`config.mk`:
```
export PLATFORM = sky130hd
export DESIGN_NAME = uart_top
export DESIGN_NICKNAME = d
export VERILOG_FILES = /design/src/hw/baud_timer.v /design/src/hw/uart_top.v
export VERILOG_INCLUDE_DIRS = /design/src /design/src/hw
export SDC_FILE = /design/constraint.sdc
export NUM_CORES = 1
export LEC_CHECK = 0
export ABC_CLOCK_PERIOD_IN_PS = 3700
export BUFFER_PORTS_ARGS = -buffer_cell sky130_fd_sc_hd__buf_4
export CORE_MARGIN = 2
export CORE_UTILIZATION = 48
export CTS_BUF_LIST = sky130_fd_sc_hd__clkbuf_8
export DETAILED_ROUTE_END_ITERATION = 16
export GPL_TIMING_DRIVEN = 0
export MAX_ROUTING_LAYER = met4
export PLACE_DENSITY = 0.69
export SLEW_MARGIN = 0
export SYNTH_ARGS = -nofsm -noshare
export SYNTH_HDL_FRONTEND = slang
export SYNTH_SLANG_ARGS = --single-unit
```
`constraint.sdc`:
```
create_clock -name clk_i -period 3.7 [get_ports clk_i]
set_input_delay 0 -clock clk_i [delete_from_list [all_inputs] [get_ports clk_i]]
set_output_delay 0 -clock clk_i [all_outputs]
set_load 0.01 [all_outputs]
```
`src/hw/uart_regs.vh`:
```
// Register map, field positions and constants of the serial port
`ifndef UART_REGS_VH
`define UART_REGS_VH
// Byte offsets on the register bus
`define OFF_CTRL      8'h00
`define OFF_DATA      8'h04
`define OFF_TIMER     8'h08
`define OFF_STATUS    8'h0c
`define OFF_MASK      8'h10
`define OFF_LOWCNT    8'h14
// Control register fields
`define CTRL_MODE     7
`define CTRL_MCE      5
`define CTRL_REN      4
`define CTRL_TB8      3
`define CTRL_RB8      2
`define MODE_RST      1'b0
// Status and mask fields
`define ST_RXD        0
`define ST_TXD        1
`define ST_RST        2'h0
// Timer register fields
`define TMR_RUN       16
`define TMR_SEL_HI    10
`define TMR_SEL_LO    8
`define TMR_RLD_HI    7
`define TMR_RLD_LO    0
`define RLD_RST       8'h00
`define SEL_RST       3'h0
// Timer clock source codes
`define SEL_DIV1      3'h0
`define SEL_DIV4      3'h1
`define SEL_DIV12     3'h2
`define SEL_DIV48     3'h3
`define SEL_OSC8      3'h4
`define SEL_EXTPIN    3'h5
// Prescaler terminal counts
`define DIV4_END      2'h3
`define DIV12_END     4'hb
`define DIV48_END     6'h2f
`define OSC8_END      3'h7
// Timer limit
`define CNT_MAX       8'hff
// Bit indices within a frame: stop, ninth, data and start
`define LAST_8BIT     4'h9
`define LAST_9BIT     4'ha
`define NINTH_IDX     4'h9
`define FIRST_DATA    4'h1
`define LAST_DATA     4'h8
`define START_IDX     4'h0
`endif

```
`src/hw/baud_timer.v`:
```
// Eight-bit auto-reload baud timer with hidden receive copy
`timescale 1ns/1ps
`default_nettype none
`include "uart_regs.vh"
module baud_timer (
   input  wire       clk_i,
   input  wire       rst_i,
   input  wire       run_i,
   input  wire [2:0] src_sel_i,
   input  wire [7:0] reload_i,
   input  wire       low_wr_i,
   input  wire [7:0] low_wdata_i,
   input  wire       ext_osc_i,
   input  wire       ext_pin_i,
   input  wire       rx_restart_i,
   output wire [7:0] low_count_o,
   output wire       tx_ovf_o,
   output wire       rx_ovf_o
);
   wire [1:0] async_in;   // Pins from outside the clock domain
   wire [1:0] sync_out;   // Synchronised copies
   reg  [1:0] sync_prev_q;// Previous synchronised level
   reg  [1:0] div4_q;     // Prescaler by four
   reg  [3:0] div12_q;    // Prescaler by twelve
   reg  [5:0] div48_q;    // Prescaler by forty-eight
   reg  [2:0] osc8_q;     // Oscillator edge divider by eight
   reg  [7:0] low_q;      // Transmit side counter
   reg  [7:0] rxc_q;      // Hidden receive side counter
   reg        tick;       // Timer count enable
   wire       osc_rise;
   wire       pin_rise;
   assign async_in = {ext_pin_i, ext_osc_i};
   // Two flip-flop synchroniser per external input
   genvar gi;
   generate
      for (gi = 0; gi < 2; gi = gi + 1) begin : g_sync
         reg s1_q;
         reg s2_q;
         always @(posedge clk_i or posedge rst_i) begin
            if (rst_i) begin
               s1_q <= 1'b0;
               s2_q <= 1'b0;
            end else begin
               s1_q <= async_in[gi];
               s2_q <= s1_q;
            end
         end
         assign sync_out[gi] = s2_q;
      end
   endgenerate
   assign osc_rise = sync_out[0] & ~sync_prev_q[0];
   assign pin_rise = sync_out[1] & ~sync_prev_q[1];
   // Prescalers run freely
   always @(posedge clk_i or posedge rst_i) begin
      if (rst_i) begin
         sync_prev_q <= 2'h0;
         div4_q      <= 2'h0;
         div12_q     <= 4'h0;
         div48_q     <= 6'h0;
         osc8_q      <= 3'h0;
      end else begin
         sync_prev_q <= sync_out;
         div4_q      <= div4_q + 2'h1;
         div12_q     <= (div12_q == `DIV12_END) ? 4'h0 : div12_q + 4'h1;
         div48_q     <= (div48_q == `DIV48_END) ? 6'h0 : div48_q + 6'h1;
         if (osc_rise)
            osc8_q <= osc8_q + 3'h1;
      end
   end
   // Count enable from the six selectable sources
   always @* begin
      case (src_sel_i)
         `SEL_DIV1:   tick = 1'b1;
         `SEL_DIV4:   tick = (div4_q == `DIV4_END);
         `SEL_DIV12:  tick = (div12_q == `DIV12_END);
         `SEL_DIV48:  tick = (div48_q == `DIV48_END);
         `SEL_OSC8:   tick = osc_rise & (osc8_q == `OSC8_END);
         `SEL_EXTPIN: tick = pin_rise;
         default:     tick = 1'b0;
      endcase
   end
   // Overflow from all-ones, period is 256 minus reload
   assign tx_ovf_o = run_i & tick & (low_q == `CNT_MAX);
   assign rx_ovf_o = run_i & tick & (rxc_q == `CNT_MAX) & ~rx_restart_i;
   assign low_count_o = low_q;
   // Both counters reload from the same value
   always @(posedge clk_i or posedge rst_i) begin
      if (rst_i) begin
         low_q <= `RLD_RST;
         rxc_q <= `RLD_RST;
      end else begin
         if (low_wr_i)
            low_q <= low_wdata_i;
         else if (tx_ovf_o)
            low_q <= reload_i;
         else if (run_i & tick)
            low_q <= low_q + 8'h01;
         // Start bit forces a reload of the hidden copy
         if (rx_restart_i)
            rxc_q <= reload_i;
         else if (rx_ovf_o)
            rxc_q <= reload_i;
         else if (run_i & tick)
            rxc_q <= rxc_q + 8'h01;
      end
   end
endmodule // baud_timer
`default_nettype wire

```
`src/hw/uart_top.v`:
```
// Full-duplex serial port with APB registers and timer baud source
// Operation
// - Independent full-duplex TX/RX, modes 1 and 3
// - Received byte buffered while next shifts in
// - Data writes load transmit holding register only
// - Data reads return receive buffer only
// - Interrupt when either done flag sets
// - Flags stay set until software clears
// - Baud from eight-bit auto-reload timer
// - TX from low counter, RX hidden copy
// - Each overflow stream divided by two
// - Hidden counter runs, shares reload value
// - Start bit forces hidden counter reload
// - Six selectable timer clock sources
// - Overflow rate clock over 256 minus reload
// - Eight-bit frame, stop into ninth bit
// - Nine-bit frame, ninth stored, stop ignored
// - Load buffer only if flag clear, check
// - TX done set at stop bit start
//
// Local design decisions: register access over APB and the register offsets.
`timescale 1ns/1ps
`default_nettype none
`include "uart_regs.vh"
module uart_top (
   input  wire        clk_i,
   input  wire        rst_i,
   input  wire        psel_i,
   input  wire        penable_i,
   input  wire        pwrite_i,
   input  wire [7:0]  paddr_i,
   input  wire [31:0] pwdata_i,
   output wire        pready_o,
   output wire [31:0] prdata_o,
   output wire        pslverr_o,
   input  wire        rx_i,
   output wire        tx_o,
   input  wire        ext_osc_i,
   input  wire        baud_timer_ext_input_i,
   output wire        irq_o
);
   // Transmit and receive state codes
   localparam TX_IDLE = 1'b0;
   localparam TX_BUSY = 1'b1;
   localparam RX_IDLE = 1'b0;
   localparam RX_BITS = 1'b1;

   // Software visible state
   reg        frame_mode_q;       // Nine-bit frames when set
   reg        mce_q;              // Multiprocessor check enable
   reg        ren_q;              // Receiver enable
   reg        tb8_q;              // Transmit ninth bit
   reg        rb8_q;              // Received ninth bit
   reg        tx_done_q;          // Sticky transmit done
   reg        rx_done_q;          // Sticky receive done
   reg  [1:0] mask_q;             // Interrupt mask
   reg        run_q;              // Timer run
   reg  [2:0] sel_q;              // Timer clock source
   reg  [7:0] reload_q;           // Timer reload value
   reg  [7:0] rx_buf_q;           // Buffered receive byte
   reg  [7:0] tx_hold_q;          // Transmit holding register
   // Bus outputs
   reg  [31:0] prdata_q;          // Read data
   reg         pslverr_q;         // Unmapped access flag
   reg  [31:0] rd_mux;            // Read data selection
   reg         addr_ok;           // Address decodes to a register
   // Transmitter
   reg         tx_state_q;        // Transmit state
   reg         tx_pend_q;         // Holding register full
   reg         tx_half_q;         // Overflow divider by two
   reg  [9:0]  tx_sh_q;           // Bits still to send
   reg  [3:0]  tx_cnt_q;          // Index of bit on the line
   reg         tx_q;              // Line output
   // Receiver
   reg         rx_s1_q;           // Synchroniser first stage
   reg         rx_s2_q;           // Synchroniser second stage
   reg         rx_prev_q;         // Previous line level
   reg         rx_state_q;        // Receive state
   reg         rx_half_q;         // Overflow divider by two
   reg  [3:0]  rx_cnt_q;          // Index of bit being sampled
   reg  [7:0]  rx_sh_q;           // Receive shift register
   reg         rx_b9_q;           // Captured ninth bit
   // Decoded strobes
   wire        setup;
   wire        wr_en;
   wire        wr_ctrl;
   wire        wr_data;
   wire        wr_timer;
   wire        wr_status;
   wire        wr_mask;
   wire        wr_low;
   wire [7:0]  ctrl_rd;
   wire [7:0]  low_count;
   wire        tx_ovf;
   wire        rx_ovf;
   wire        tx_baud;
   wire        rx_start;
   wire        rx_sample;
   wire [3:0]  last_idx;
   wire        tx_set;
   reg         rx_set;
   reg         rx_chk;

   // APB decode: one wait-free access phase
   assign setup     = psel_i & ~penable_i;
   assign wr_en     = psel_i & penable_i & pwrite_i;
   assign wr_ctrl   = wr_en & (paddr_i == `OFF_CTRL);
   assign wr_data   = wr_en & (paddr_i == `OFF_DATA);
   assign wr_timer  = wr_en & (paddr_i == `OFF_TIMER);
   assign wr_status = wr_en & (paddr_i == `OFF_STATUS);
   assign wr_mask   = wr_en & (paddr_i == `OFF_MASK);
   assign wr_low    = wr_en & (paddr_i == `OFF_LOWCNT);
   assign pready_o  = 1'b1;
   assign prdata_o  = prdata_q;
   assign pslverr_o = pslverr_q;

   // Control register image, unused bit reads one
   assign ctrl_rd = {frame_mode_q, 1'b1, mce_q, ren_q,
                     tb8_q, rb8_q, tx_done_q, rx_done_q};

   // Read multiplexer and address check
   always @* begin
      rd_mux  = 32'h0;
      addr_ok = 1'b1;
      case (paddr_i)
         `OFF_CTRL:   rd_mux[7:0] = ctrl_rd;
         `OFF_DATA:   rd_mux[7:0] = rx_buf_q;
         `OFF_TIMER: begin
            rd_mux[`TMR_RLD_HI:`TMR_RLD_LO] = reload_q;
            rd_mux[`TMR_SEL_HI:`TMR_SEL_LO] = sel_q;
            rd_mux[`TMR_RUN]                = run_q;
         end
         `OFF_STATUS: rd_mux[1:0] = {tx_done_q, rx_done_q};
         `OFF_MASK:   rd_mux[1:0] = mask_q;
         `OFF_LOWCNT: rd_mux[7:0] = low_count;
         default:     addr_ok = 1'b0;  // Unmapped reads zero
      endcase
   end

   // Read data and error captured in the setup cycle
   always @(posedge clk_i or posedge rst_i) begin
      if (rst_i) begin
         prdata_q  <= 32'h0;
         pslverr_q <= 1'b0;
      end else if (setup) begin
         prdata_q  <= pwrite_i ? 32'h0 : rd_mux;
         pslverr_q <= ~addr_ok;
      end
   end

   // Software configuration registers
   always @(posedge clk_i or posedge rst_i) begin
      if (rst_i) begin
         frame_mode_q <= `MODE_RST;
         mce_q        <= 1'b0;
         ren_q        <= 1'b0;
         tb8_q        <= 1'b0;
         mask_q       <= `ST_RST;
         run_q        <= 1'b0;
         sel_q        <= `SEL_RST;
         reload_q     <= `RLD_RST;
      end else begin
         if (wr_ctrl) begin
            frame_mode_q <= pwdata_i[`CTRL_MODE];
            mce_q        <= pwdata_i[`CTRL_MCE];
            ren_q        <= pwdata_i[`CTRL_REN];
            tb8_q        <= pwdata_i[`CTRL_TB8];
         end
         if (wr_mask)
            mask_q <= pwdata_i[1:0];
         if (wr_timer) begin
            run_q    <= pwdata_i[`TMR_RUN];
            sel_q    <= pwdata_i[`TMR_SEL_HI:`TMR_SEL_LO];
            reload_q <= pwdata_i[`TMR_RLD_HI:`TMR_RLD_LO];
         end
      end
   end

   // Baud timer with hidden receive copy
   baud_timer u_timer (
      .clk_i        (clk_i),
      .rst_i        (rst_i),
      .run_i        (run_q),
      .src_sel_i    (sel_q),
      .reload_i     (reload_q),
      .low_wr_i     (wr_low),
      .low_wdata_i  (pwdata_i[7:0]),
      .ext_osc_i    (ext_osc_i),
      .ext_pin_i    (baud_timer_ext_input_i),
      .rx_restart_i (rx_start),
      .low_count_o  (low_count),
      .tx_ovf_o     (tx_ovf),
      .rx_ovf_o     (rx_ovf)
   );

   // Stop bit index by frame mode
   assign last_idx = frame_mode_q ? `LAST_9BIT : `LAST_8BIT;
   // Every second transmit overflow is one bit time
   assign tx_baud  = tx_ovf & tx_half_q;
   // Done flag raised as the stop bit starts
   assign tx_set   = tx_baud & (tx_state_q == TX_BUSY) &
                     ((tx_cnt_q + 4'h1) == last_idx);

   // Transmit divider, holding register and shifter
   always @(posedge clk_i or posedge rst_i) begin
      if (rst_i) begin
         tx_half_q  <= 1'b0;
         tx_pend_q  <= 1'b0;
         tx_hold_q  <= 8'h0;
         tx_state_q <= TX_IDLE;
         tx_sh_q    <= 10'h3ff;
         tx_cnt_q   <= `START_IDX;
         tx_q       <= 1'b1;
      end else begin
         if (tx_ovf)
            tx_half_q <= ~tx_half_q;
         if (tx_baud) begin
            case (tx_state_q)
               TX_IDLE: begin
                  if (tx_pend_q) begin
                     tx_pend_q  <= 1'b0;
                     tx_state_q <= TX_BUSY;
                     tx_q       <= 1'b0;
                     tx_cnt_q   <= `START_IDX;
                     // Data LSB first, then ninth and stop
                     tx_sh_q    <= {1'b1, frame_mode_q ? tb8_q : 1'b1, tx_hold_q};
                  end
               end
               TX_BUSY: begin
                  if (tx_cnt_q == last_idx) begin
                     // Stop bit over, chain a pending byte
                     if (tx_pend_q) begin
                        tx_pend_q <= 1'b0;
                        tx_q      <= 1'b0;
                        tx_cnt_q  <= `START_IDX;
                        tx_sh_q   <= {1'b1, frame_mode_q ? tb8_q : 1'b1, tx_hold_q};
                     end else begin
                        tx_state_q <= TX_IDLE;
                     end
                  end else begin
                     tx_q     <= tx_sh_q[0];
                     tx_sh_q  <= {1'b1, tx_sh_q[9:1]};
                     tx_cnt_q <= tx_cnt_q + 4'h1;
                  end
               end
               default: tx_state_q <= TX_IDLE;
            endcase
         end
         // A write always reaches the holding register
         if (wr_data) begin
            tx_hold_q <= pwdata_i[7:0];
            tx_pend_q <= 1'b1;
         end
      end
   end
   assign tx_o = tx_q;

   // Receive line synchroniser and edge history
   always @(posedge clk_i or posedge rst_i) begin
      if (rst_i) begin
         rx_s1_q   <= 1'b1;
         rx_s2_q   <= 1'b1;
         rx_prev_q <= 1'b1;
      end else begin
         rx_s1_q   <= rx_i;
         rx_s2_q   <= rx_s1_q;
         rx_prev_q <= rx_s2_q;
      end
   end

   // Falling edge while idle and enabled is a start
   assign rx_start  = ren_q & run_q & (rx_state_q == RX_IDLE) &
                      rx_prev_q & ~rx_s2_q;
   // First overflow is mid start bit, then every second one
   assign rx_sample = rx_ovf & ~rx_half_q & (rx_state_q == RX_BITS);

   // Acceptance test at the end of a frame
   always @* begin
      rx_chk = frame_mode_q ? rx_b9_q : rx_s2_q;
      rx_set = rx_sample & (rx_cnt_q == last_idx) &
               ~rx_done_q & (~mce_q | rx_chk);
   end

   // Receive shifter, independent of the transmitter
   always @(posedge clk_i or posedge rst_i) begin
      if (rst_i) begin
         rx_state_q <= RX_IDLE;
         rx_half_q  <= 1'b0;
         rx_cnt_q   <= `START_IDX;
         rx_sh_q    <= 8'h0;
         rx_b9_q    <= 1'b0;
         rx_buf_q   <= 8'h0;
      end else begin
         if (rx_start) begin
            rx_state_q <= RX_BITS;
            rx_half_q  <= 1'b0;
            rx_cnt_q   <= `START_IDX;
         end else if (rx_ovf) begin
            rx_half_q <= ~rx_half_q;
         end
         case (rx_state_q)
            RX_IDLE: begin
            end
            RX_BITS: begin
               if (~ren_q) begin
                  rx_state_q <= RX_IDLE;  // Receiver disabled mid-frame
               end else if (rx_sample) begin
                  rx_cnt_q <= rx_cnt_q + 4'h1;
                  if ((rx_cnt_q == `START_IDX) & rx_s2_q)
                     rx_state_q <= RX_IDLE;  // Glitch, not a start bit
                  else if ((rx_cnt_q >= `FIRST_DATA) & (rx_cnt_q <= `LAST_DATA))
                     rx_sh_q <= {rx_s2_q, rx_sh_q[7:1]};  // LSB first
                  else if (frame_mode_q & (rx_cnt_q == `NINTH_IDX))
                     rx_b9_q <= rx_s2_q;
                  if (rx_cnt_q == last_idx)
                     rx_state_q <= RX_IDLE;
                  // Only the buffer is visible to software
                  if (rx_set)
                     rx_buf_q <= rx_sh_q;
               end
            end
            default: rx_state_q <= RX_IDLE;
         endcase
      end
   end

   // Ninth bit: stop bit or ninth data bit, or software write
   always @(posedge clk_i or posedge rst_i) begin
      if (rst_i)
         rb8_q <= 1'b0;
      else if (rx_set)
         rb8_q <= rx_chk;
      else if (wr_ctrl)
         rb8_q <= pwdata_i[`CTRL_RB8];
   end

   // Sticky done flags, write one to clear, set wins
   always @(posedge clk_i or posedge rst_i) begin
      if (rst_i) begin
         tx_done_q <= 1'b0;
         rx_done_q <= 1'b0;
      end else begin
         if (tx_set)
            tx_done_q <= 1'b1;
         else if (wr_status & pwdata_i[`ST_TXD])
            tx_done_q <= 1'b0;
         if (rx_set)
            rx_done_q <= 1'b1;
         else if (wr_status & pwdata_i[`ST_RXD])
            rx_done_q <= 1'b0;
      end
   end

   // Shared interrupt request from unmasked flags
   assign irq_o = |({tx_done_q, rx_done_q} & mask_q);

endmodule // uart_top
`default_nettype wire

```
* Word level (Yosys, flattened, before mapping)
Cells that the tools add are included.
** Word-level totals
- Bits in registers :: 143
- Input bits :: 48
- Output and inout port bits :: 36
- Logic and storage cells :: 189
** Cells by class
- Add/sub/neg operators :: 8
- Magnitude comparators :: 2
- Eq/ne operators :: 21
- Muxes and demuxes :: 52
- Bitwise gates (word level) :: 49
- Reductions and logical operators :: 17
** Operator list (number)
- 8-bit 2-to-1 mux :: 6
- 1-bit bitwise AND :: 33
- 4-bit 2-to-1 mux :: 7
- 1-bit 2-to-1 mux :: 25
- 6-bit one-hot mux with 4 select lines :: 1
- 10-bit 2-to-1 mux :: 2
- 10-bit one-hot mux with 2 select lines :: 1
- 17-bit 2-to-1 mux :: 1
- 8-bit by 1-bit adder with 8-bit output (second input constant) :: 2
- 8-bit by 4-bit == test with 1-bit output (second input constant) :: 2
- 8-bit by 5-bit == test with 1-bit output (second input constant) :: 2
- 8-bit == test (second input constant) :: 2
- 1-bit inverter :: 14
- 4-bit by 1-bit adder with 4-bit output (second input constant) :: 3
- 4-bit == test :: 3
- 2-bit one-hot mux with 5 select lines :: 1
- 2-bit nonzero test :: 5
- 3-bit == test (second input constant) :: 3
- 4-bit == test (second input constant) :: 2
- 8-bit by 3-bit == test with 1-bit output (second input constant) :: 1
- 8-bit logical NOT :: 1
- 4-bit one-hot mux with 2 select lines :: 1
- 6-bit by 1-bit adder with 6-bit output (second input constant) :: 1
- 3-bit by 2-bit == test with 1-bit output (second input constant) :: 2
- other kinds (24) :: 28

* Logic depth before layout (Yosys ltp)
Gate-level depths: netlist (run 1).
- Depth after elaboration :: 13
- Mapped depth :: 11
- Mapped depth without buffers :: 8

* By module
Synthesis (run 1) repeated with hierarchy kept, for this count alone.
** Unflattened totals
- Cell total of the unflattened synthesis :: 552
- Area, all modules :: 6153.4 um2
** Modules (own cells, without submodules)
- uart_top :: times used 1, cells each 353, area an instance 4144.0 um2, sequential area each 2169.6 um2
- baud_timer :: times used 1, cells each 199, area an instance 2009.4 um2, sequential area each 925.9 um2

* Worst setup path after synthesis (run 1)
Ideal clock, no wire load.
- Path kind :: flip-flop to flip-flop
- Start point :: reg u_timer.div48_q[0]
- End point :: reg rx_sh_q[0]
- Setup time :: 0.125 ns
- Arrival :: 2.058 ns
- Data required time :: 3.575 ns
- Path slack :: 1.517 ns
- Stages on the path, launching flop included :: 9
- Path buffers :: 1
- Cell sequence :: dfrtp_1 -> ha_1 -> nand3_1 -> nor4_2 -> o211a_1 -> buf_4 -> nand2_2 -> a221oi_4 -> mux2_2
** Between the ends
- Cells in the longest elaborated chain, start to end :: 8
** RTL lines
- from (decl) :: RTL line baud_timer.v:25 : reg [5:0] div48_q;
- from (signal assigned) :: RTL line baud_timer.v:65 : div48_q <= (div48_q == `DIV48_END) ? 6'h0 : div48_q + 6'h1;
- 6-bit == test (no source line)
- 1-bit one-hot mux with 6 select lines :: RTL line baud_timer.v:72 : case (src_sel_i)
- 1-bit bitwise AND (3 in series) :: RTL line baud_timer.v:84 : assign rx_ovf_o = run_i & tick & (rxc_q == `CNT_MAX) & ~rx_restart_i;
- 1-bit bitwise AND (2 in series) :: RTL line uart_top.v:275 : assign rx_sample = rx_ovf & ~rx_half_q & (rx_state_q == RX_BITS);
- 5-bit AND reduction (no source line)
- to (signal assigned) :: RTL line uart_top.v:312 : rx_sh_q <= {rx_s2_q, rx_sh_q[7:1]};
- to (decl) :: RTL line uart_top.v:81 : reg [7:0] rx_sh_q;
Every way passes these cells.
A chain may end at the register's enable or synchronous reset.

* Final worst setup path (run 1)
- Start point :: reg u_timer.div48_q[0]
- End point :: reg rx_sh_q[7]
Same word-level chain as after synthesis.

==> results of run 1 <==
[metrics by stage]
stage	hold slack, ps	cell area, um2	power [mW]
finish	42.0	7220	3.04
detailed placement	50.5	6670	1.89
global route	69.1	7220	3.18
floorplan	4.48	6110	1.78
CTS	22.4	7220	3.07
global placement	110	6630	1.88
[logic make-up (layout without fill, tap and decap cells)]
kind of cell	Yosys count	count (layout)	synth area share, %
adder cells (fa/ha/maj)	12	12	2.48
flip-flops	123	123	51.2
buffers and inverters	55	146	5.07
XOR/XNOR	13	13	1.88
multiplexers	58	58	10.8
AO/OA/AOI/OAI	117	117	13.3
other	2	21	0.124
AND/OR/NAND/NOR	175	175	15.1
[synth_stat cells (3+ instances only)]
library cell	number	area (um2)
nand2_1	58	218
ha_1	12	150
nor2_1	35	131
o21ai_0	29	145
nand3b_1	3	22.5
nand3_1	24	120
dfrtp_1	109	2730
buf_2	7	35.0
a22o_1	6	52.6
a2bb2oi_1	9	78.8
buf_4	24	180
a211oi_1	6	45.0
a21oi_1	18	90.1
and4_1	3	26.3
nor2b_1	6	37.5
a21o_1	5	37.5
o22ai_1	10	62.6
mux2i_1	10	100
nand2b_1	9	56.3
nor3_1	5	25.0
o211ai_1	4	30.0
a31oi_1	4	25.0
mux2_2	44	495
xnor2_1	5	43.8
xor2_1	8	70.1
clkbuf_1	11	41.3
a22oi_1	5	37.5
and3_1	6	37.5
mux2_4	4	60.1
nand4_1	5	31.3
dfstp_2	14	368
a221oi_1	7	61.3
inv_1	12	45.0
[power by group]
group,internal (mW),leakage [nW],switching [mW]
clock network,0.594,0.180,0.556
logic,0.188,1.56,0.201
registers,1.41,1.60,0.0890
[registers in the layout (all words and copies together), names as in the netlist, 2 cells and up]
name / flops
prdata_o: 12
tx_sh_q: 10
reload_q: 8
rx_buf_q: 8
rx_sh_q: 8
tx_hold_q: 8
u_timer.low_count_o: 8
u_timer.rxc_q: 8
u_timer.div48_q: 6
rx_cnt_q: 4
tx_cnt_q: 4
u_timer.div12_q: 4
sel_q: 3
u_timer.osc8_q: 3
mask_q: 2
u_timer.div4_q: 2
u_timer.g_sync.s1_q: 2
u_timer.g_sync.s2_q: 2
u_timer.sync_prev_q: 2
[metal layers]
metal / up-vias / wire length [um] / GRT usage [%]
met5: - / 0 / -
met2: 93 / 6940 / 35.8
met3: 17 / 670 / 4.51
met1: 2288 / 6150 / 29.0
li1: 2154 / - / -
met4: 0 / 132 / 7.70
[cell type report]
class                      instances  area, um2
clock buffer                      17        234
timing repair buffer              59        505
multi-input combinational        396       2710
buffer                            43        262
sequential                       123       3100
fill                            1045       4940
tap                              168        210
clock inverter                    15        151
inverter                          12       50.0
[worst paths after layout]
| path | start | endpoint | slack (ps) |
|---|---|---|---|
| worst max-delay path | u_timer.div48_q[0]$_DFF_PP0_ | rx_sh_q[7]$_DFFE_PP0P_ | 1070 |
| worst min-delay path | paddr_i[5] | prdata_o[6]$_DFFE_PP0P_ | 40 |
| worst max register to register | u_timer.div48_q[0]$_DFF_PP0_ | rx_sh_q[7]$_DFFE_PP0P_ | 1070 |
| worst min register to register | rx_s1_q$_DFF_PP1_ | rx_s2_q$_DFF_PP1_ | 360 |
| max in group asynchronous | rst_i | tx_sh_q[2]$_DFFE_PP1P_ | 2810 |
| min in group asynchronous | rst_i | u_timer.div48_q[2]$_DFF_PP0_ | 140 |
[timing repair]
action	4_1_cts	5_1_grt
buffers inserted	0	0
endpoints found under the hold margin	94	0
hold buffers	17	0
[worst register-to-register path, delay by kind of cell (launching register included)]
| kind | cells | cell delay [ps] |
|---|---|---|
| flip-flops | 1 | 380 |
| adder cells (fa/ha/maj) | 1 | 200 |
| AND/OR/NAND/NOR | 3 | 650 |
| AO/OA/AOI/OAI | 2 | 700 |
| buffers and inverters | 1 | 180 |
| multiplexers | 1 | 400 |
==> metrics, run 1 <==
final WL=13.9 mm; Synth warnings=0; DPL Wire Length=9.96 mm; Critical Path AT=2960 ps; Core Rows=40; CTS clk-pin slew, worst paths=70 ps; Final min period=2630 ps; total gr overflow=0; post-cts sizing count=0; slowest cell delay on critical path=500 ps; Die Area=13500 um2; P&R area growth vs syn=19.5%; pwr dens=421 nW/um2; critical path class=flip-flop to flip-flop; Synth Cell Area=6040 um2; DRT iter0 DRCs=312; Die Ht=116 um; chip width=116 um; Critical Path End Type=flip-flop; # clock sinks=123; Buffers on Ports=41; vias in the first global route=4524; status=finished, final reports clean; CTS buffer count=17; GR Util All Layers=22.5%; RSZ-0062 raised after global routing=false; Data required, critical path=4030 ps; Layout Nets=712; Final Max Slew Viols=0; post-route setup slack=1070 ps; initial antenna violation count=0; Hold Crit Depth=4; Max Cap Violations=0; ys async rst share=100%; relative max-transition margin=39.5%; Worst VDD drop=0.000303 V; worst-case reg-to-reg path depth=8; critical path peak fanout=9; number of flops mapped to enable cells by yosys=0; CP max-delay cell=a221oi_4; largest net degree at the start of global routing=79; Setup WS pre-CTS=1080 ps; commonest non-fill, non-tap cell in the layout=dfrtp_1; Starting Density=49.7%; fin crit share=71.2%; syn_area_per_cell=10.9 um2; clk root buf=clkbuf_8; DRT Pass-1 Iters=4; Peak Freq=380 MHz; remaining antenna violation count after routing=0; slew at the pin with the worst max-slew slack=904 ps; Seq/Total Area, Yosys=51.2%; Finish-stage setup viols=0; DRC viols=0; crit-path cells=ha_1 > nand3_1 > nor4_2 > o211a_1 > buf_4 > nand2_2 > a221oi_4 > mux2_2; CORE AREA=12200 um2; Fin. Hold Viols=0; # IOs=84; first-pass GRT wire length=22.5 mm; clk_lat worst skew=450 ps; leakage=3.34 nW; fin util=59.4%; synthesized flop and latch total=123; Synth cell types=65; via-per-instance ratio=5.46; Gate Count Post-Synth=555; Main synth FF type=dfrtp_1; Worst Hold Class=primary input to flip-flop; TNS Setup=0 ps; diode count=0; CTS tree=built; Clock Skews=12.7 ps; vias post-DR=4552; placed insts=784; CTS Buffer Depth=2; placer congestion estimate=0.865; Top delay family on crit path=compound AO/OA/AOI/OAI gates; share of cells above drive strength 1=27.4%; Final Non-Filler Cells=833; crit path buf inv count=1; H-tree depth=4; startpoint types=flip-flop; routed len/inst=16.7 um; commonest non-fill, non-tap cells in the layout=dfrtp_1, buf_4, nand2_1, mux2_2, nor2_1; WP depth=8
(Power assumes the default switching activity.)
==> run 2, diff against run 1 <==
Settings changed: ABC_CLOCK_PERIOD_IN_PS 3700 to 2700.
Clock period 3.7 ns to 2.7 ns, I/O delays scaled along.
==> run 2 against run 1 <==
Against the previous run: cell area is 1.3% higher; first-iteration DRC count decreased by 11%; worst setup slack worse by 900 ps; clock power increased by 48%; cell count grew 0.36%; hold slack worse by 4.6 ps; sequential cell count did not move; global-route usage shrank 0.27 points; clock skew shrank 2.3 ps; largest cell class unchanged.
==> metrics, run 2 (synthesized netlist as in run 1, its figures left out) <==
DRT iter0 DRCs=277; critical path class=flip-flop to flip-flop; Core Rows=40; worst-case reg-to-reg path depth=7; Worst Hold Class=primary input to asynchronous set/reset pin; GR Util All Layers=22.2%; via-per-instance ratio=5.50; final WL=13.9 mm; CTS tree=built; diode count=0; crit-path cells=ha_1 > and4_4 > nand4_4 > nor3_4 > nand2_2 > nor2_2 > mux2_2; P&R area growth vs syn=21.0%; Critical Path AT=2870 ps; first-pass GRT wire length=22.2 mm; DPL Wire Length=10.1 mm; Layout Nets=715; Buffers on Ports=41; commonest non-fill, non-tap cells in the layout=dfrtp_1, buf_4, nand2_1, mux2_2, nor2_1; initial antenna violation count=0; vias in the first global route=4516; Starting Density=49.7%; CORE AREA=12200 um2; total gr overflow=0; slowest cell delay on critical path=450 ps; CTS Buffer Depth=2; largest net degree at the start of global routing=42; Final min period=2530 ps; Worst VDD drop=0.000378 V; CTS clk-pin slew, worst paths=70 ps; Data required, critical path=3040 ps; Finish-stage setup viols=0; DRT Pass-1 Iters=4; startpoint types=flip-flop; Final Non-Filler Cells=836; placed insts=786; Critical Path End Type=flip-flop; placer congestion estimate=0.897; DRC viols=0; # clock sinks=123; fill cell count=1020; Fin. Hold Viols=0; Clock Skews=10.5 ps; max reg flops=12; critical path peak fanout=8; TNS Setup=0 ps; slew at the pin with the worst max-slew slack=833 ps; relative max-transition margin=44.2%; Die Area=13500 um2; status=finished, final reports clean; # IOs=84; clk_lat worst skew=450 ps; commonest non-fill, non-tap cell in the layout=dfrtp_1; Max Cap Violations=0; fin crit share=93.8%; chip width=116 um; remaining antenna violation count after routing=0; CTS buffer count=17; Peak Freq=395 MHz; Die Ht=116 um; clk root buf=clkbuf_8; area of the multi-input gates=2720 um2; Final Max Slew Viols=0; share of cells above drive strength 1=27.8%; pwr dens=587 nW/um2; Sequential cell area=3100 um2; routed len/inst=16.6 um; vias post-DR=4599; CP max-delay cell=dfrtp_1; leakage=3.38 nW; H-tree depth=4; RSZ-0062 raised after global routing=false
run 2: per-stage QoR:
| step | instance area (um2) | worst slack, ps | hold WS, ps | power, mW | util (%) |
|---|---|---|---|---|---|
| finish | 7310 | 168 | 37.4 | 4.30 | 60.1 |
| global route | 7310 | 22.6 | 27.5 | 4.50 | 60.1 |
| CTS | 7290 | 97.4 | 17.8 | 4.33 | 59.9 |
| detailed placement | 6700 | 105 | -44.8 | 2.60 | 55.1 |
| global placement | 6640 | 161 | 111 | 2.57 | 54.6 |
| floorplan | 6120 | 517 | 4.48 | 2.43 | - |
run 2: what timing repair did:
action                     CTS  global route
resized for setup            0             1
hold buffers                17             0
setup endpoints to repair    0             9
hold endpoints to repair   131             0
setup buffers                0             1
run 2: worst max-delay path, delay by kind of cell, from the launching register on:
| family | cells | cell delay (ps) |
|---|---|---|
| simple gates | 5 | 1330 |
| flops | 1 | 450 |
| mux | 1 | 390 |
| fa+ha+maj | 1 | 240 |
run 2: final cells by class:
class                   instances  share of cell area [%]
flip-flops and latches        123                    42.3
multi-input cells             396                    37.2
repair buffers                 62                    7.63
plain buffers                  43                    3.58
clock buffers                  18                    3.39
well taps                     168                    2.87
clock inverters                14                    2.36
inverters                      12                   0.667
run 2: layer usage:
metal  part of all wire [%]  GRT usage (%)  up-vias
li1                       -              -     2163
met2                     49           35.9      117
met3                    5.0           5.24       34
met4                    2.2           8.65        0
met1                     43           27.2     2285
met5                      0              -        -
run 2: worst paths after layout:
path	startpoint	slack (ps)	to
worst min-delay path	rst_i	40	u_timer.div48_q[2]$_DFF_PP0_
max in group asynchronous	rst_i	1860	tx_sh_q[4]$_DFFE_PP1P_
worst max register to register	u_timer.rxc_q[0]$_DFFE_PP0P_	170	rx_buf_q[1]$_DFFE_PP0P_
min in group clk_i	paddr_i[5]	50	pslverr_o$_DFFE_PP0P_
worst max-delay path	u_timer.rxc_q[0]$_DFFE_PP0P_	170	rx_buf_q[1]$_DFFE_PP0P_
worst min register to register	u_timer.g_sync[1].s1_q$_DFF_PP0_	350	u_timer.g_sync[1].s2_q$_DFF_PP0_
run 2: power by group:
| part | leakage (nW) | internal, mW | switching (mW) |
|---|---|---|---|
| Clock | 0.209 | 0.938 | 0.766 |
| Combinational | 1.58 | 0.261 | 0.277 |
| Sequential | 1.60 | 1.94 | 0.119 |
==> run 3, diff against run 2 <==
Settings changed: ABC_CLOCK_PERIOD_IN_PS 2700 to 2170, PLACE_DENSITY 0.69 to 0.71.
Clock period 2.7 ns to 2.17 ns, I/O delays scaled along.
==> run 3 against run 2 <==
Against the previous run: the run now ends with negative setup slack left; hold slack better by 12 ps; count of clock-buffer cells in the layout is 1 lower; combinational power increased by 39%; total power increased by 28%; sequential cell count is the same; sequential share of layout area decreased by 2.0 points; clock power rose by 28%; wire length is 6.3% higher; first-iteration DRC count increased by 7.2%; clock skew increased by 5.4 ps; largest cell class unchanged; highest routed layer unchanged.
==> metrics, run 3 (synthesized netlist as in run 1, its figures left out) <==
status=finished, violations left; failing checks=negative setup slack; via-per-instance ratio=5.52; Setup WS pre-CTS=-328 ps; pwr dens=714 nW/um2; initial antenna violation count=0; first-pass GRT wire length=23.1 mm; Clk network pwr share=39.8%; Max Cap Violations=0; CTS clk-pin slew, worst paths=70 ps; max reg flops=12; placer congestion estimate=0.875; DPL Wire Length=10.1 mm; critical path peak fanout=8; commonest non-fill, non-tap cells in the layout=dfrtp_1, buf_4, nand2_1, nor2_1, mux2_2; routed len/inst=17.3 um; share of cells above drive strength 1=32.3%; CTS tree=built; DRT Pass-1 Iters=5; Core Rows=40; sequential cell fraction of total power=46.6%; startpoint types=flip-flop; Placed Area=6700 um2; total gr overflow=0; fill cell count=987; remaining antenna violation count after routing=0; GR Util All Layers=23.2%; Worst VDD drop=0.000633 V; # clock sinks=123; post-route setup slack=-93.6 ps; TNS Setup=-663 ps; Logic pwr share=13.6%; chip width=116 um; Clock Skews=15.9 ps; Final Non-Filler Cells=853; vias post-DR=4710; Die Ht=116 um; CTS buffer count=17; CORE AREA=12200 um2; leakage=3.52 nW; Design Power=5.49 mW; # IOs=84; P&R area growth vs syn=27.1%; Die Area=13500 um2; NetSw=1.45 mW; Finish-stage setup viols=9; clk_lat worst skew=440 ps; DRC viols=0; CTS Buffer Depth=2; Critical Path End Type=flip-flop; critical path class=flip-flop to flip-flop; fin crit share=104%; vias in the first global route=4669; final WL=14.7 mm; Final min period=2260 ps; RSZ-0062 raised after global routing=true; Starting Density=49.7%; clk root buf=clkbuf_8; commonest non-fill, non-tap cell in the layout=dfrtp_1; Sw Ratio=26.5%; largest net degree at the start of global routing=42; H-tree depth=4; Critical Path AT=2580 ps; diode count=0; placed insts=786; Final Cell Area=7680 um2; Peak Freq=442 MHz; Fin. Hold Viols=0; Final Max Slew Viols=0; Pint=4.03 mW; Layout Nets=732; Buffers on Ports=41; DRT iter0 DRCs=297; Data required, critical path=2480 ps; Worst Hold Class=primary input to flip-flop
## run 3: final timing paths
| path | slack (ps) | endpoint | cells past startpoint | startpoint |
|---|---|---|---|---|
| setup / recovery | -90 | rx_sh_q[1]$_DFFE_PP0P_ | 10 | u_timer.osc8_q[1]$_DFFE_PP0P_ |
| hold / removal | 50 | pslverr_o$_DFFE_PP0P_ | 4 | paddr_i[5] |
| setup reg to reg | -90 | rx_sh_q[1]$_DFFE_PP0P_ | 10 | u_timer.osc8_q[1]$_DFFE_PP0P_ |
| hold reg to reg | 350 | u_timer.g_sync[1].s2_q$_DFF_PP0_ | 0 | u_timer.g_sync[1].s1_q$_DFF_PP0_ |
| max in group asynchronous | 1370 | prdata_o[0]$_DFFE_PP0P_ | 5 | rst_i |
| min in group asynchronous | 60 | u_timer.osc8_q[0]$_DFFE_PP0P_ | 3 | rst_i |
## run 3: layout make-up
cell class	count	area, um2	share of cell area, %
plain buffers	41	272	3.54
clock buffers	17	234	3.05
clock inverters	15	200	2.61
inverters	12	48.8	0.635
multi-input cells	396	2900	37.8
flip-flops and latches	123	3100	40.3
well taps	168	210	2.74
repair buffers	81	717	9.34
## run 3: layer usage
layer	part of all wire [%]	vias to the layer above	GRT usage, %
met5	0	-	-
met4	2.3	0	8.25
met3	4.9	32	6.80
met2	51	147	36.7
met1	42	2331	28.7
li1	-	2200	-
## run 3: what timing repair did
action / CTS / global route
resized for setup: 24 / 26
setup buffers: 12 / 7
pin swaps: 7 / 7
hold endpoints to repair: 117 / 0
cloned: 0 / 1
hold buffers: 17 / 0
setup endpoints to repair: 40 / 47
## run 3: power groups by stage
stage | clock [mW] | sequential [mW] | combinational, mW
finish | 2.18 | 2.56 | 0.748
global route | 2.33 | 2.58 | 0.852
CTS | 2.23 | 2.54 | 0.710
detailed placement | 0 | 2.60 | 0.648
global placement | 0 | 2.59 | 0.617
floorplan | 0 | 2.55 | 0.481
## run 3: metrics by stage
stage / hold WS [ps] / util (%)
global placement: 111 / 54.6
global route: 51.3 / 63.1
detailed placement: -45.7 / 55.1
finish: 49.0 / 63.1
floorplan: 4.48 / -
CTS: 32.5 / 61.8
## run 3: critical path, stage by stage, from the launching register on
cell and delay (ps):
dfrtp_1 360, ha_2 190, ha_4 120, nand3b_1 80, a31oi_1 240, o211a_1 200, buf_6 150, nand2_8 80
a221oi_4 230, buf_12 180, mux2_4 310
